$ cat config.mk
export PLATFORM = sky130hd
export DESIGN_NAME = cabc_bus_ctrl
export DESIGN_NICKNAME = d
export VERILOG_FILES = /design/src/hdl/cabc_pkg.sv /design/src/hdl/cabc_sync_if.sv /design/src/hdl/cabc_bus_ctrl.sv /design/src/hdl/cabc_pin_sync.sv
export SDC_FILE = /design/constraint.sdc
export NUM_CORES = 1
export LEC_CHECK = 0
export ABC_AREA = 1
export BUFFER_PORTS_ARGS = -buffer_cell sky130_fd_sc_hd__buf_2
export CAP_MARGIN = 20
export CORE_UTILIZATION = 45
export CTS_BUF_LIST = sky130_fd_sc_hd__clkbuf_4 sky130_fd_sc_hd__clkbuf_8 sky130_fd_sc_hd__clkbuf_16
export DETAILED_ROUTE_END_ITERATION = 10
export GPL_TIMING_DRIVEN = 0
export PLACE_DENSITY_LB_ADDON = 0.05
export SETUP_SLACK_MARGIN = 0.15
export SYNTH_ARGS = -nofsm -noshare
export SYNTH_HDL_FRONTEND = slang
export SYNTH_HIERARCHICAL = 1
export SYNTH_SLANG_ARGS = --single-unit
$ cat constraint.sdc
create_clock -name core_clk_i -period 2.4 [get_ports core_clk_i]
set_input_delay 0.12 -clock core_clk_i [delete_from_list [all_inputs] [get_ports core_clk_i]]
set_output_delay 0.12 -clock core_clk_i [all_outputs]
set_load 0.01 [all_outputs]
$ cat src/hdl/cabc_pkg.sv
// Purpose: shared constants and types for the processor bus cycle controller
// Assumes: 20 MHz core clock, 23-bit word address, 16-bit data path
// Notes:   timing is counted in core clock cycles
package cabc_pkg;
	localparam int ADDR_W        = 23;
	localparam int DATA_W        = 16;
	localparam int IRQ_W         = 3;
	localparam int SYNC_STAGES   = 3;
	localparam int NUM_SELECTS   = 4;
	localparam int SEL_SHIFT     = 20;
	localparam int CLK_HZ        = 20000000;
	localparam int PCLK_HALF_CYC = 1;
	localparam logic [22:0] ADDR_RST   = 23'h000000;
	localparam logic [15:0] DATA_RST   = 16'h0000;
	localparam logic [2:0]  IACK_FIELD = 3'h7;

	typedef enum logic [4:0] {
		ST_IDLE  = 5'h01,
		ST_ADDR  = 5'h02,
		ST_STRB  = 5'h04,
		ST_WAIT  = 5'h08,
		ST_END   = 5'h10
	} cabc_state_type;
endpackage : cabc_pkg

$ cat src/hdl/cabc_sync_if.sv
// Purpose: carries synchronised pin levels between controller modules
// Assumes: one clock domain
// Notes:   plain levels, no handshake
`timescale 1ns/100ps
interface cabc_sync_if;
	logic       ack_n;
	logic [2:0] irq_lvl;
	modport src (output ack_n, output irq_lvl);
	modport dst (input ack_n, input irq_lvl);
endinterface : cabc_sync_if

$ cat src/hdl/cabc_bus_ctrl.sv
// Purpose: processor side asynchronous bus cycle control
// Assumes: user side issues one request at a time, held until done
// Notes:   tri-state pins are split into out and enable-low
// Operation
// - drive 23-bit address during every cycle, interrupt acknowledge included
// - interrupt acknowledge places serviced level on A1..A3
// - 16-bit bidirectional data, word or byte transfers
// - address strobe low only while address is valid
// - direction high for read, low for write; devices drive on read
// - byte strobes with direction mark valid byte lanes
// - accept interrupt requests at seven priority levels
// - encoded level, seven highest, zero means no request
// - bus signals shared by private, system and hardware buses
// - decode exactly one device select from the current address, none during interrupt acknowledge
`timescale 1ns/100ps
module cabc_bus_ctrl #(
	parameter int SEL_N = cabc_pkg::NUM_SELECTS
) (
	input  wire logic                        core_clk_i,
	input  wire logic                        rstn_i,
	input  wire logic                        req_i,
	input  wire logic                        req_rd_i,
	input  wire logic                        req_iack_i,
	input  wire logic [cabc_pkg::ADDR_W-1:0] req_addr_i,
	input  wire logic [1:0]                  req_lanes_i,
	input  wire logic [cabc_pkg::DATA_W-1:0] req_wdata_i,
	output logic                             done_o,
	output logic [cabc_pkg::DATA_W-1:0]      rdata_o,
	output logic [2:0]                       irq_level_o,
	input  wire logic                        transfer_acknowledge_n_i,
	input  wire logic [2:0]                  irq_n_i,
	input  wire logic [cabc_pkg::DATA_W-1:0] data_i,
	output logic [cabc_pkg::DATA_W-1:0]      data_o,
	output logic                             data_oe_n_o,
	output logic [cabc_pkg::ADDR_W-1:0]      addr_o,
	output logic                             addr_oe_n_o,
	output logic                             address_valid_strobe_n_o,
	output logic                             read_write_n_o,
	output logic                             upper_byte_strobe_n_o,
	output logic                             lower_byte_strobe_n_o,
	output logic                             processor_clock_line_o,
	output logic [SEL_N-1:0]                 dev_select_n_o
);
	// ------------------------------------------------------------
	// decode
	// ------------------------------------------------------------
	function automatic logic [SEL_N-1:0] sel_decode(
		input logic [cabc_pkg::ADDR_W-1:0] a,
		input logic                        en);
		logic [SEL_N-1:0] s;
		// upper address bits pick the device, wrapping on the select count
		s = '1;
		if (en) begin
			s[int'(a[cabc_pkg::ADDR_W-1:cabc_pkg::SEL_SHIFT]) % SEL_N] = 1'b0;
		end
		return s;
	endfunction : sel_decode

	// ------------------------------------------------------------
	// pin synchroniser
	// ------------------------------------------------------------
	// read data is not synchronised: it has settled long before the
	// acknowledge has crossed the three stages
	cabc_sync_if sy ();

	cabc_pin_sync u_sync (
		.core_clk_i (core_clk_i),
		.rstn_i     (rstn_i),
		.ack_n_i    (transfer_acknowledge_n_i),
		.irq_n_i    (irq_n_i),
		.sync       (sy)
	);

	// ------------------------------------------------------------
	// cycle state
	// ------------------------------------------------------------
	cabc_pkg::cabc_state_type   st_r, st_nxt;
	logic [cabc_pkg::ADDR_W-1:0] addr_r, addr_nxt;
	logic [cabc_pkg::DATA_W-1:0] dout_r, dout_nxt, rdata_r, rdata_nxt;
	logic                        aoe_n_r, aoe_n_nxt, doe_n_r, doe_n_nxt;
	logic                        as_n_r, as_n_nxt, rw_r, rw_nxt;
	logic                        uds_n_r, uds_n_nxt, lds_n_r, lds_n_nxt;
	// the clock line runs free at half the core clock
	logic                        done_r, done_nxt, pclk_r, pclk_nxt;
	logic [2:0]                  irq_r, irq_nxt;
	logic [SEL_N-1:0]            sel_r, sel_nxt;

	// ------------------------------------------------------------
	// next values
	// ------------------------------------------------------------
	always_comb begin
		st_nxt    = st_r;
		addr_nxt  = addr_r;
		dout_nxt  = dout_r;
		rdata_nxt = rdata_r;
		aoe_n_nxt = aoe_n_r;
		doe_n_nxt = doe_n_r;
		as_n_nxt  = as_n_r;
		rw_nxt    = rw_r;
		uds_n_nxt = uds_n_r;
		lds_n_nxt = lds_n_r;
		done_nxt  = 1'b0;
		pclk_nxt  = ~pclk_r;
		irq_nxt   = sy.irq_lvl;
		sel_nxt   = sel_r;
		case (st_r)
			cabc_pkg::ST_IDLE: begin
				// a new cycle waits until the last acknowledge is seen
				// released, else a stale low ends the next cycle early
				if (req_i && !done_r && sy.ack_n) begin
					aoe_n_nxt = 1'b0;
					// interrupt acknowledge is a read cycle
					rw_nxt    = req_rd_i | req_iack_i;
					if (req_iack_i) begin
						// bit 0 of the bus is A1, so the level fills 2:0
						addr_nxt = {{(cabc_pkg::ADDR_W-3){1'b1}},
							irq_r};
					end else begin
						addr_nxt = req_addr_i;
					end
					st_nxt = cabc_pkg::ST_ADDR;
				end
			end
			cabc_pkg::ST_ADDR: begin
				// selects follow a settled address, never a half-set one
				as_n_nxt = 1'b0;
				sel_nxt  = sel_decode(addr_r, !req_iack_i);
				if (!rw_r) begin
					dout_nxt  = req_wdata_i;
					doe_n_nxt = 1'b0;
				end
				st_nxt = cabc_pkg::ST_STRB;
			end
			cabc_pkg::ST_STRB: begin
				// byte strobes one cycle after the address strobe
				uds_n_nxt = ~(req_lanes_i[1] | req_iack_i);
				lds_n_nxt = ~(req_lanes_i[0] | req_iack_i);
				st_nxt    = cabc_pkg::ST_WAIT;
			end
			cabc_pkg::ST_WAIT: begin
				if (!sy.ack_n) begin
					// read data taken in the cycle the acknowledge shows
					if (rw_r) begin
						rdata_nxt = data_i;
					end
					st_nxt = cabc_pkg::ST_END;
				end
			end
			cabc_pkg::ST_END: begin
				// all released together; done pulses for one cycle
				as_n_nxt  = 1'b1;
				uds_n_nxt = 1'b1;
				lds_n_nxt = 1'b1;
				doe_n_nxt = 1'b1;
				aoe_n_nxt = 1'b1;
				sel_nxt   = '1;
				rw_nxt    = 1'b1;
				done_nxt  = 1'b1;
				st_nxt    = cabc_pkg::ST_IDLE;
			end
			default: begin
				st_nxt = cabc_pkg::ST_IDLE;
			end
		endcase
	end

	// ------------------------------------------------------------
	// registers
	// ------------------------------------------------------------
	always_ff @(posedge core_clk_i or negedge rstn_i) begin
		if (!rstn_i) begin
			st_r    <= cabc_pkg::ST_IDLE;
			addr_r  <= cabc_pkg::ADDR_RST;
			dout_r  <= cabc_pkg::DATA_RST;
			rdata_r <= cabc_pkg::DATA_RST;
			aoe_n_r <= 1'b1;
			doe_n_r <= 1'b1;
			as_n_r  <= 1'b1;
			rw_r    <= 1'b1;
			uds_n_r <= 1'b1;
			lds_n_r <= 1'b1;
			done_r  <= 1'b0;
			pclk_r  <= 1'b0;
			irq_r   <= 3'h0;
			sel_r   <= '1;
		end else begin
			st_r    <= st_nxt;
			addr_r  <= addr_nxt;
			dout_r  <= dout_nxt;
			rdata_r <= rdata_nxt;
			aoe_n_r <= aoe_n_nxt;
			doe_n_r <= doe_n_nxt;
			as_n_r  <= as_n_nxt;
			rw_r    <= rw_nxt;
			uds_n_r <= uds_n_nxt;
			lds_n_r <= lds_n_nxt;
			done_r  <= done_nxt;
			pclk_r  <= pclk_nxt;
			irq_r   <= irq_nxt;
			sel_r   <= sel_nxt;
		end
	end

	// ------------------------------------------------------------
	// outputs
	// ------------------------------------------------------------
	// every output is a plain copy of a flop
	assign done_o                   = done_r;
	assign rdata_o                  = rdata_r;
	assign irq_level_o              = irq_r;
	assign data_o                   = dout_r;
	assign data_oe_n_o              = doe_n_r;
	assign addr_o                   = addr_r;
	assign addr_oe_n_o              = aoe_n_r;
	assign address_valid_strobe_n_o = as_n_r;
	assign read_write_n_o           = rw_r;
	assign upper_byte_strobe_n_o    = uds_n_r;
	assign lower_byte_strobe_n_o    = lds_n_r;
	assign processor_clock_line_o   = pclk_r;
	assign dev_select_n_o           = sel_r;
endmodule : cabc_bus_ctrl

$ cat src/hdl/cabc_pin_sync.sv
// Purpose: three-stage synchroniser for acknowledge and interrupt pins
// Assumes: pins are asynchronous to core_clk_i
// Notes:   a change counts once stages two and three agree
`timescale 1ns/100ps
module cabc_pin_sync (
	input  wire logic       core_clk_i,
	input  wire logic       rstn_i,
	input  wire logic       ack_n_i,
	input  wire logic [2:0] irq_n_i,
	cabc_sync_if.src        sync
);
	logic [3:0] s1_r, s2_r, s3_r, q_r;
	logic [3:0] q_nxt;

	always_comb begin
		q_nxt = q_r;
		if (s2_r == s3_r) begin
			q_nxt = s3_r;
		end
	end

	always_ff @(posedge core_clk_i or negedge rstn_i) begin
		if (!rstn_i) begin
			s1_r <= 4'hF;
			s2_r <= 4'hF;
			s3_r <= 4'hF;
			q_r  <= 4'hF;
		end else begin
			s1_r <= {ack_n_i, irq_n_i};
			s2_r <= s1_r;
			s3_r <= s2_r;
			q_r  <= q_nxt;
		end
	end

	// pins are active low; level zero after inversion means no request
	assign sync.ack_n   = q_r[3];
	assign sync.irq_lvl = ~q_r[2:0];
endmodule : cabc_pin_sync

# Yosys cells after proc, flatten, opt, wreduce, memory -nomap -nowiden
# Cells that the tools add are included.
# op_classes
n_mux,18
shifts,0
magnitude_cmp,2
reduce_logical,13
addsub,0
mul,0
eq_ne,9
bitwise_logic,10
div,0
# ops
operator,n
$mux W23,1
$pmux W5 S4,1
$pmux W1 S2,6
$mux W5,2
$reduce_and A2 Y1,5
$pmux W4 S2,1
$ne A2 B2 Y1 const B,3
$reduce_bool A2 Y1,3
$eq A5 B1 Y1 const B,1
$eq A5 B2 Y1 const B,1
$eq A5 B3 Y1 const B,1
$eq A5 B4 Y1 const B,1
$eq A5 B5 Y1 const B,1
$mux W1,5
$not A1 Y1,5
$eq A4 B4 Y1,1
$mux W4,1
$not A4 Y4,1
$logic_and A1 B1 Y1,3
$lt A2 B3 Y1 const B,1
$not A3 Y3,1
$or A1 B1 Y1,3
$reduce_and A3 Y1,1
$demux W1 S2,1
2 further kinds,2
# word_totals
input_bits,66
regBits,91
word_cells,70
rom_bits,0
mem_bits_rw,0
out_inout_bits,70
memories,0
latchBits,0

# Depth between registers and ports, before layout
# Gate-level depths: netlist of run 1.
# depth
depth_word,7
mapped_depth,8
depth_no_buf,7

# Modules after synthesis
# The synthesis of run 1 kept the hierarchy.
# by_module_without_submodules
module,cells_per_inst,seq_area_each_um2,n_inst,area_each_um2
cabc_bus_ctrl,341,1890.6,1,3094.2
cabc_pin_sync,54,420.4,1,575.6

# Worst setup path before layout of run 1
# OpenSTA, ideal clock, no wires.
# synth_timing
kind,reg-to-reg
startpoint,"reg rw_r, in the netlist read_write_n_o"
endpoint,reg rdata_r (netlist bit rdata_o[0])
setup_ns,0.117
path_buffers,1
path_slack_ns,1.036
t_required_ns,2.283
arrival_ns,1.248
stages_incl_launch_ff,7
period_less_slack_ns,1.364
path_cell_list,dfstp_2 -> inv_1 -> nor2_2 -> nand2_2 -> buf_6 -> nand2_1 -> nand2_1
# synth_via
elab_chain_cells,1
# synth_lines
item,line,text
from (decl),cabc_bus_ctrl.sv:81,"logic as_n_r, as_n_nxt, rw_r, rw_nxt;"
from (signal assigned),cabc_bus_ctrl.sv:194,rw_r <= rw_nxt;
$reduce_and A3 Y1 (no source line),--,
to (signal assigned),cabc_bus_ctrl.sv:175,rdata_r <= cabc_pkg::DATA_RST;
to (signal assigned),cabc_bus_ctrl.sv:190,rdata_r <= rdata_nxt;
to (decl),cabc_bus_ctrl.sv:79,"logic [cabc_pkg::DATA_W-1:0] dout_r, dout_nxt, rdata_r, rdata_nxt;"
# Every way passes these cells.
# A chain may end at the register's enable or synchronous reset.

# Final worst setup path of run 1
# layout_timing
startpoint,reg u_sync.q_r[3]
endpoint,reg addr_r (netlist bit addr_o[22])
# layout_via
elab_chain_cells,2
# layout_lines
item,line,text
from (decl),cabc_pin_sync.sv:12,"logic [3:0] s1_r, s2_r, s3_r, q_r;"
from (signal assigned),cabc_pin_sync.sv:32,q_r <= q_nxt;
$logic_and A1 B1 Y1,cabc_bus_ctrl.sv:110,if (req_i && !done_r && sy.ack_n) begin
$reduce_and A2 Y1 (no source line),--,
to (signal assigned),cabc_bus_ctrl.sv:173,addr_r <= cabc_pkg::ADDR_RST;
to (signal assigned),cabc_bus_ctrl.sv:188,addr_r <= addr_nxt;
to (decl),cabc_bus_ctrl.sv:78,"logic [cabc_pkg::ADDR_W-1:0] addr_r, addr_nxt;"
# Every way passes these cells.

==> results.yml, run 1 <==
timing:
  fin_hold_ws_ps: 19.11
  finalMaxSlewViolations: 0
  slew_headroom_pct: 63.25
  tns_ps: 0
  skew_ps: 7.467
  worst_pin_slew_ps: 551.3
  finalHoldViolCount: 0
  fmax_ghz: 0.6219
  period_needed_ps: 1608
  setup_viol: 0
  fin_crit_sh_pct: 67.00
  rsz0062_at_grt: "no"
floorplan:
  die_area_um2: 8520
  rows: 32
  start_util_pct: 47.00
  fp.dieW_um: 92.31
  core_um2: 7807
  die_y_um: 92.31
  ios: 136
power:
  powerDensity_nw_per_um2: 1010
  vdd_drop_max_v: 0.0004072
  power_frac_seq_pct: 46.2
  switchingPower_w: 0.001689
  p_int_w: 0.003451
  leakagePower_nw: 2.629
  power.switching_fraction_pct: 32.85
  clkPwrFrac_pct: 22.4
  pwr-share-comb_pct: 31.4
setup_path:
  crit_type: "flip-flop to flip-flop"
  critPathRequiredTime_ps: 2610
  path_max_fanout: 10
  end_kind: "flip-flop"
  critPathSlowestCell: "dfstp_2"
  cpMostUsedCell: "nand2_1"
  crit_arrival_ps: 1810
  max_stage_delay_ps: 590
  crit_family: "flip-flops"
  setup.worst_path.start_class: "flip-flop"
  worstPathCellList: "nand2_1, nor2_1, nand3_2, clkbuf_1, nand2_1, o21ai_0"
  critPathBufInv: 1
logic_synthesis:
  synth_area_leaders: "dfrtp_1 (44%), dfstp_2 (19%), nand2_1 (15%), nand3_1 (4.4%), nor2_1 (3.2%)"
  syn_avg_cell_area_um2: 9.291
  synth_area_um2: 3670
  synth-edff-count: 0
  seq_area_frac_synth_pct: 62.97
  async_reset_ff_share_pct: 100.0
  yosysMostFrequentCell: "nand2_1"
  synth_cells: 395
  yosysWarnings: 6
  synth-seq-cells: 91
  synth_ff_type: "dfrtp_1"
  synth.distinct_cells: 21
  synth_area_leader_cell: "dfrtp_1"
  syn_nets: 461
  synth_common_cells: "nand2_1 (150), dfrtp_1 (64), nand3_1 (32)"
  netlist.area_leader.share_pct: 43.64
cts:
  cts_buffers: 9
  cts_max_level: 3
  cts_buffer_depth: 2
  postCtsSetupRepairBufs: 0
  clock-sinks: 91
  root_buffer: "clkbuf_8"
  path_clk_slew_ps: 80
  cts_resized: 0
  clk_latency_ps: 340
  cts_tree: "yes"
cells_and_area:
  n_antenna_cell: 0
  final_nets: 644
  area_growth_pct: 38.73
  drive_above_1_share_pct: 36.54
place:
  port-buffer-count: 135
  gp_congestion: 0.7692
  dpl.hpwl_um: 5724
run_status:
  status: "completed"
routing:
  drt_iter0_markers: 88
  drcViolationCount: 0
  wl_per_cell_um: 12.00
  via_per_inst: 4.625
  ant_nets: 0
  vias: 3168
  wl_um: 8222
  firstDrtPassIters: 4
global_route:
  antenna_found_initial: 0
  grt_pass1_wl_um: 13790
  overflow: 0
  grt_usage_pct: 20.60
  grt_pass1_vias: 3078
  grt_max_degree: 51
run:
  cap_violations: 0
hold_path:
  hold_path.class: "input pin to flip-flop"
final cells by class:
| type | count | area, µm² |
|---|---|---|
| fill | 691 | 2716 |
| sequential | 91 | 2311 |
| multi-input combinational | 263 | 1166 |
| timing repair buffer | 172 | 1066 |
| clock buffer | 14 | 167.7 |
| tap | 102 | 127.6 |
| inverter | 27 | 101.3 |
| buffer | 14 | 91.34 |
| clock inverter | 2 | 60.06 |
tightest hold or removal path, stage by stage:
cell,delay (ps)
buf_2,80
nand3_1,70
nand2_1,70
power by group through the flow:
| stage | clock network (W) | registers (W) | logic (W) |
|---|---|---|---|
| 2_1_floorplan | 0 | 0.00261 | 0.000654 |
| 5_1_grt | 0.00125 | 0.00244 | 0.00182 |
| 6_report | 0.00115 | 0.00238 | 0.00161 |
| 4_1_cts | 0.00119 | 0.00238 | 0.00164 |
| 3_3_place_gp | 0 | 0.00238 | 0.00155 |
| 3_5_place_dp | 0 | 0.00240 | 0.00159 |
logic make-up (layout without fill, tap and decap cells):
logic type | after synthesis | after routing | share of synthesized area, %
AOI/OAI and AO/OA | 30 | 30 | 4.705
buffers and inverters | 41 | 229 | 5.250
DFF | 91 | 91 | 62.97
and+or+nand+nor | 233 | 233 | 27.07
through the flow:
stage	setup slack, ps	util (%)	instance area, µm²	cells	total power [W]
finish	792.0	65.21	5091	685	0.005140
global route	620.7	65.21	5091	685	0.005498
CTS	750.2	65.21	5091	685	0.005210
detailed placement	763.7	57.68	4503	633	0.003990
global placement	378.0	57.29	4473	632	0.003931
floorplan	1036	-	3670	395	0.003264
placed cells by master, fill, tap and decap left out, drive strengths merged:
cell         instances
nand4                1
o21ai               30
nand3               34
or2                  4
clkbuf              18
bufinv               2
nor2                40
nand2              153
inv                 27
dfrtp               64
buf                146
nor3                 1
dlygate4sd3         36
dfstp               27
per-layer routing:
metal | wire, µm | share of wire, % | up-vias | GRT usage (%)
met5 | 0 | 0 | - | 0
met4 | 119 | 1.4 | 0 | 7.813
met3 | 400 | 4.9 | 10 | 3.941
met2 | 4081 | 50 | 86 | 34.88
met1 | 3620 | 44 | 1474 | 26.19
li1 | - | - | 1598 | -
sequential cells by signal, indices dropped and copies added (netlist names), 4 cells and up:
register,flops
u_sync/s1_r,4
addr_o,23
data_o,16
u_sync/q_r,4
dev_select_n_o,4
st_r,5
u_sync/s2_r,4
rdata_o,16
u_sync/s3_r,4
what timing repair did:
item                                    4_1_cts  5_1_grt
endpoints found under the setup margin        0        0
hold buffers                                 36        0
hold endpoints to repair                     55        0
path summary, 6_finish.rpt:
| check | startpoint | endpoint | slack (ps) | depth (start not counted) |
|---|---|---|---|---|
| max | u_sync/q_r[3] | addr_o[22] | 790 | 6 |
| min | data_i[4] | rdata_o[4] | 20 | 3 |
| max reg2reg | u_sync/q_r[3] | addr_o[22] | 790 | 6 |
| min reg2reg | u_sync/s1_r[0] | u_sync/s2_r[0] | 360 | 0 |
| max in group asynchronous | rstn_i | st_r[0] | 1420 | 3 |
| min in group asynchronous | rstn_i | addr_o[11] | 300 | 2 |
(Power assumes the default switching activity.)
==> run 2, diff against run 1 <==
--- a/config.mk
+++ b/config.mk
@@ -5,7 +5,7 @@
 export SDC_FILE = /design/constraint.sdc
 export NUM_CORES = 1
 export LEC_CHECK = 0
-export ABC_AREA = 1
+export ABC_AREA = 0
 export BUFFER_PORTS_ARGS = -buffer_cell sky130_fd_sc_hd__buf_2
 export CAP_MARGIN = 20
 export CORE_UTILIZATION = 45
==> constraint.sdc (replaced) <==
create_clock -name core_clk_i -period 1.6 [get_ports core_clk_i]
set_input_delay 0.08 -clock core_clk_i [delete_from_list [all_inputs] [get_ports core_clk_i]]
set_output_delay 0.08 -clock core_clk_i [all_outputs]
set_load 0.01 [all_outputs]
==> run 2 against run 1 <==
The run now ends with setup timing left. Count of clock-buffer cells in the layout decreased by 2. Worst hold slack got worse by 6.0 ps. Non-clock buffer count increased by 33. Highest routed layer unchanged.
==> results.yml, run 2 <==
logic_synthesis:
  syn_nets: 339
  synth_area_leaders: "dfrtp_1 (45%), dfstp_2 (20%), mux2_2 (10%), a21oi_1 (6.0%), mux2_4 (4.2%)"
  synth_area_leader_cell: "dfrtp_1"
  synth_cells: 273
  synth_ff_type: "dfrtp_1"
  syn_avg_cell_area_um2: 13.15
  seq_area_frac_synth_pct: 64.38
  yosysMostFrequentCell: "dfrtp_1"
  netlist.area_leader.share_pct: 44.61
  synth-seq-cells: 91
  synth-edff-count: 0
  synth_area_um2: 3590
  yosysWarnings: 6
  synth_common_cells: "dfrtp_1 (64), a21oi_1 (43), mux2_2 (32)"
  synth.distinct_cells: 36
  async_reset_ff_share_pct: 100.0
timing:
  worst_pin_slew_ps: 764.6
  fmax_ghz: 0.4716
  rsz0062_at_grt: "yes"
  setup_viol: 57
  fin_crit_sh_pct: 132.5
  finalHoldViolCount: 0
  setup_ws_ps: -520.4
  finalMaxSlewViolations: 0
  period_needed_ps: 2120
  slew_headroom_pct: 49.03
  skew_ps: 16.42
setup_path:
  critPathSlowestCell: "or4b_4"
  setup.worst_path.start_class: "flip-flop"
  cpMostUsedCell: "or4b_4"
  critPathRequiredTime_ps: 1830
  max_stage_delay_ps: 530
  path_max_fanout: 5
  crit_arrival_ps: 2350
  crit_type: "flip-flop to flip-flop"
  end_kind: "flip-flop"
  worstPathCellList: "or4b_4, or4b_4, buf_6, buf_12, mux2_4"
power:
  vdd_drop_max_v: 0.0008956
  clkPwrFrac_pct: 20.9
  power.switching_fraction_pct: 31.82
  p_int_w: 0.005105
  powerDensity_nw_per_um2: 1357
  finalPower_w: 0.007487
  power_frac_seq_pct: 45.6
  leakagePower_nw: 2.651
  switchingPower_w: 0.002382
  pwr-share-comb_pct: 33.4
cells_and_area:
  final_cell_mix: "buf_2 (134), dfrtp_1 (62), dlygate4sd3_1 (56)"
  drive_above_1_share_pct: 52.94
  layout_commonest_cell: "buf_2"
  seq_area_um2: 2313
  area_growth_pct: 53.75
  n_antenna_cell: 0
  final_nets: 554
  largest_register_ffs: 23
  final_core_util_pct: 71.42
  fillers: 580
  post_layout_nonfiller_instances: 595
  multi_input_area_um2: 1315
floorplan:
  die_y_um: 91.32
  die_area_um2: 8338
  fp.dieW_um: 91.32
  start_util_pct: 46.45
  ios: 136
  rows: 32
  core_um2: 7727
cts:
  clk_latency_ps: 360
  root_buffer: "clkbuf_8"
  cts_tree: "yes"
  path_clk_slew_ps: 80
  cts_max_level: 3
  cts_buffers: 9
  cts_buffer_depth: 2
  clock-sinks: 91
routing:
  ant_nets: 0
  firstDrtPassIters: 4
  vias: 2856
  wl_per_cell_um: 14.69
  via_per_inst: 4.800
  wl_um: 8738
  drcViolationCount: 0
  drt_iter0_markers: 110
place:
  place_inst: 511
  dpl.hpwl_um: 5126
  port-buffer-count: 135
  place_ws_ps: -782.2
  gp_congestion: 0.7279
run_status:
  status: "complete, but fails checks"
  violations: "setup timing"
global_route:
  grt_pass1_wl_um: 14280
  grt_max_degree: 48
  grt_pass1_vias: 3025
  overflow: 0
  grt_usage_pct: 22.04
  antenna_found_initial: 0
hold_path:
  hold_path.class: "input pin to flip-flop"
run:
  cap_violations: 0
==> run 2: critical path, delay by kind of cell, from the launching register on <==
family	cells	cell delay (ps)
buf+inv	2	280
flops	1	410
simple gates	2	1020
mux	1	280
==> run 2: timing repair <==
| action | CTS | global route |
|---|---|---|
| gates cloned | 2 | 0 |
| endpoints found under the hold margin | 80 | 0 |
| hold buffers | 56 | 0 |
| resized for setup | 35 | 15 |
| pin swaps | 4 | 3 |
| endpoints found under the setup margin | 61 | 66 |
| buffers inserted | 7 | 3 |
==> run 2: stage by stage <==
step / area (µm²) / TNS (ps) / hold slack, ps
3_3_place_gp: 4447 / -55100 / 184.9
4_1_cts: 5443 / -18970 / 1.487
5_1_grt: 5519 / -24330 / 19.82
2_1_floorplan: 3643 / -16980 / -215.6
3_5_place_dp: 4477 / -33160 / 118.7
6_report: 5519 / -18690 / 13.09
==> run 2: path summary, 6_finish.rpt <==
kind | from | endpoint | slack (ps) | cells past startpoint
worst min-delay path | req_addr_i[11] | addr_o[11] | 10 | 3
min in group asynchronous | rstn_i | data_o[12] | 270 | 2
worst max register to register | st_r[1] | rdata_o[7] | -520 | 5
max in group asynchronous | rstn_i | dev_select_n_o[1] | 660 | 3
worst max-delay path | st_r[1] | rdata_o[7] | -520 | 5
worst min register to register | u_sync/s1_r[2] | u_sync/s2_r[2] | 360 | 0
==> run 2: power groups by stage <==
| stage | Sequential [W] | Combinational, W | Clock [W] |
|---|---|---|---|
| floorplan | 0.00368 | 0.000956 | 0 |
| global placement | 0.00341 | 0.00210 | 0 |
| detailed placement | 0.00343 | 0.00215 | 0 |
| CTS | 0.00340 | 0.00244 | 0.00162 |
| global route | 0.00351 | 0.00272 | 0.00172 |
| finish | 0.00342 | 0.00250 | 0.00157 |
==> run 2: metal layers <==
| metal | global-route usage [%] | share of wire [%] |
|---|---|---|
| met2 | 37.06 | 50 |
| met5 | 0 | 0 |
| met4 | 7.275 | 1.3 |
| met1 | 27.86 | 44 |
| met3 | 5.611 | 4.4 |
==> run 2: cells by family after synthesis <==
logic type,Yosys count,share of synthesized area [%]
mux,42,14.22
xor+xnor,4,0.9758
flops,91,64.38
compound gates,59,8.889
buf+inv,26,3.520
simple gates,51,8.017
==> run 2: area by class of cell <==
class,count,area share (%)
plain buffers,15,2.086
multi-input cells,156,23.83
inverters,11,0.7481
repair buffers,204,25.41
flip-flops and latches,91,41.92
well taps,102,2.312
clock buffers,12,2.766
clock inverters,4,0.9295
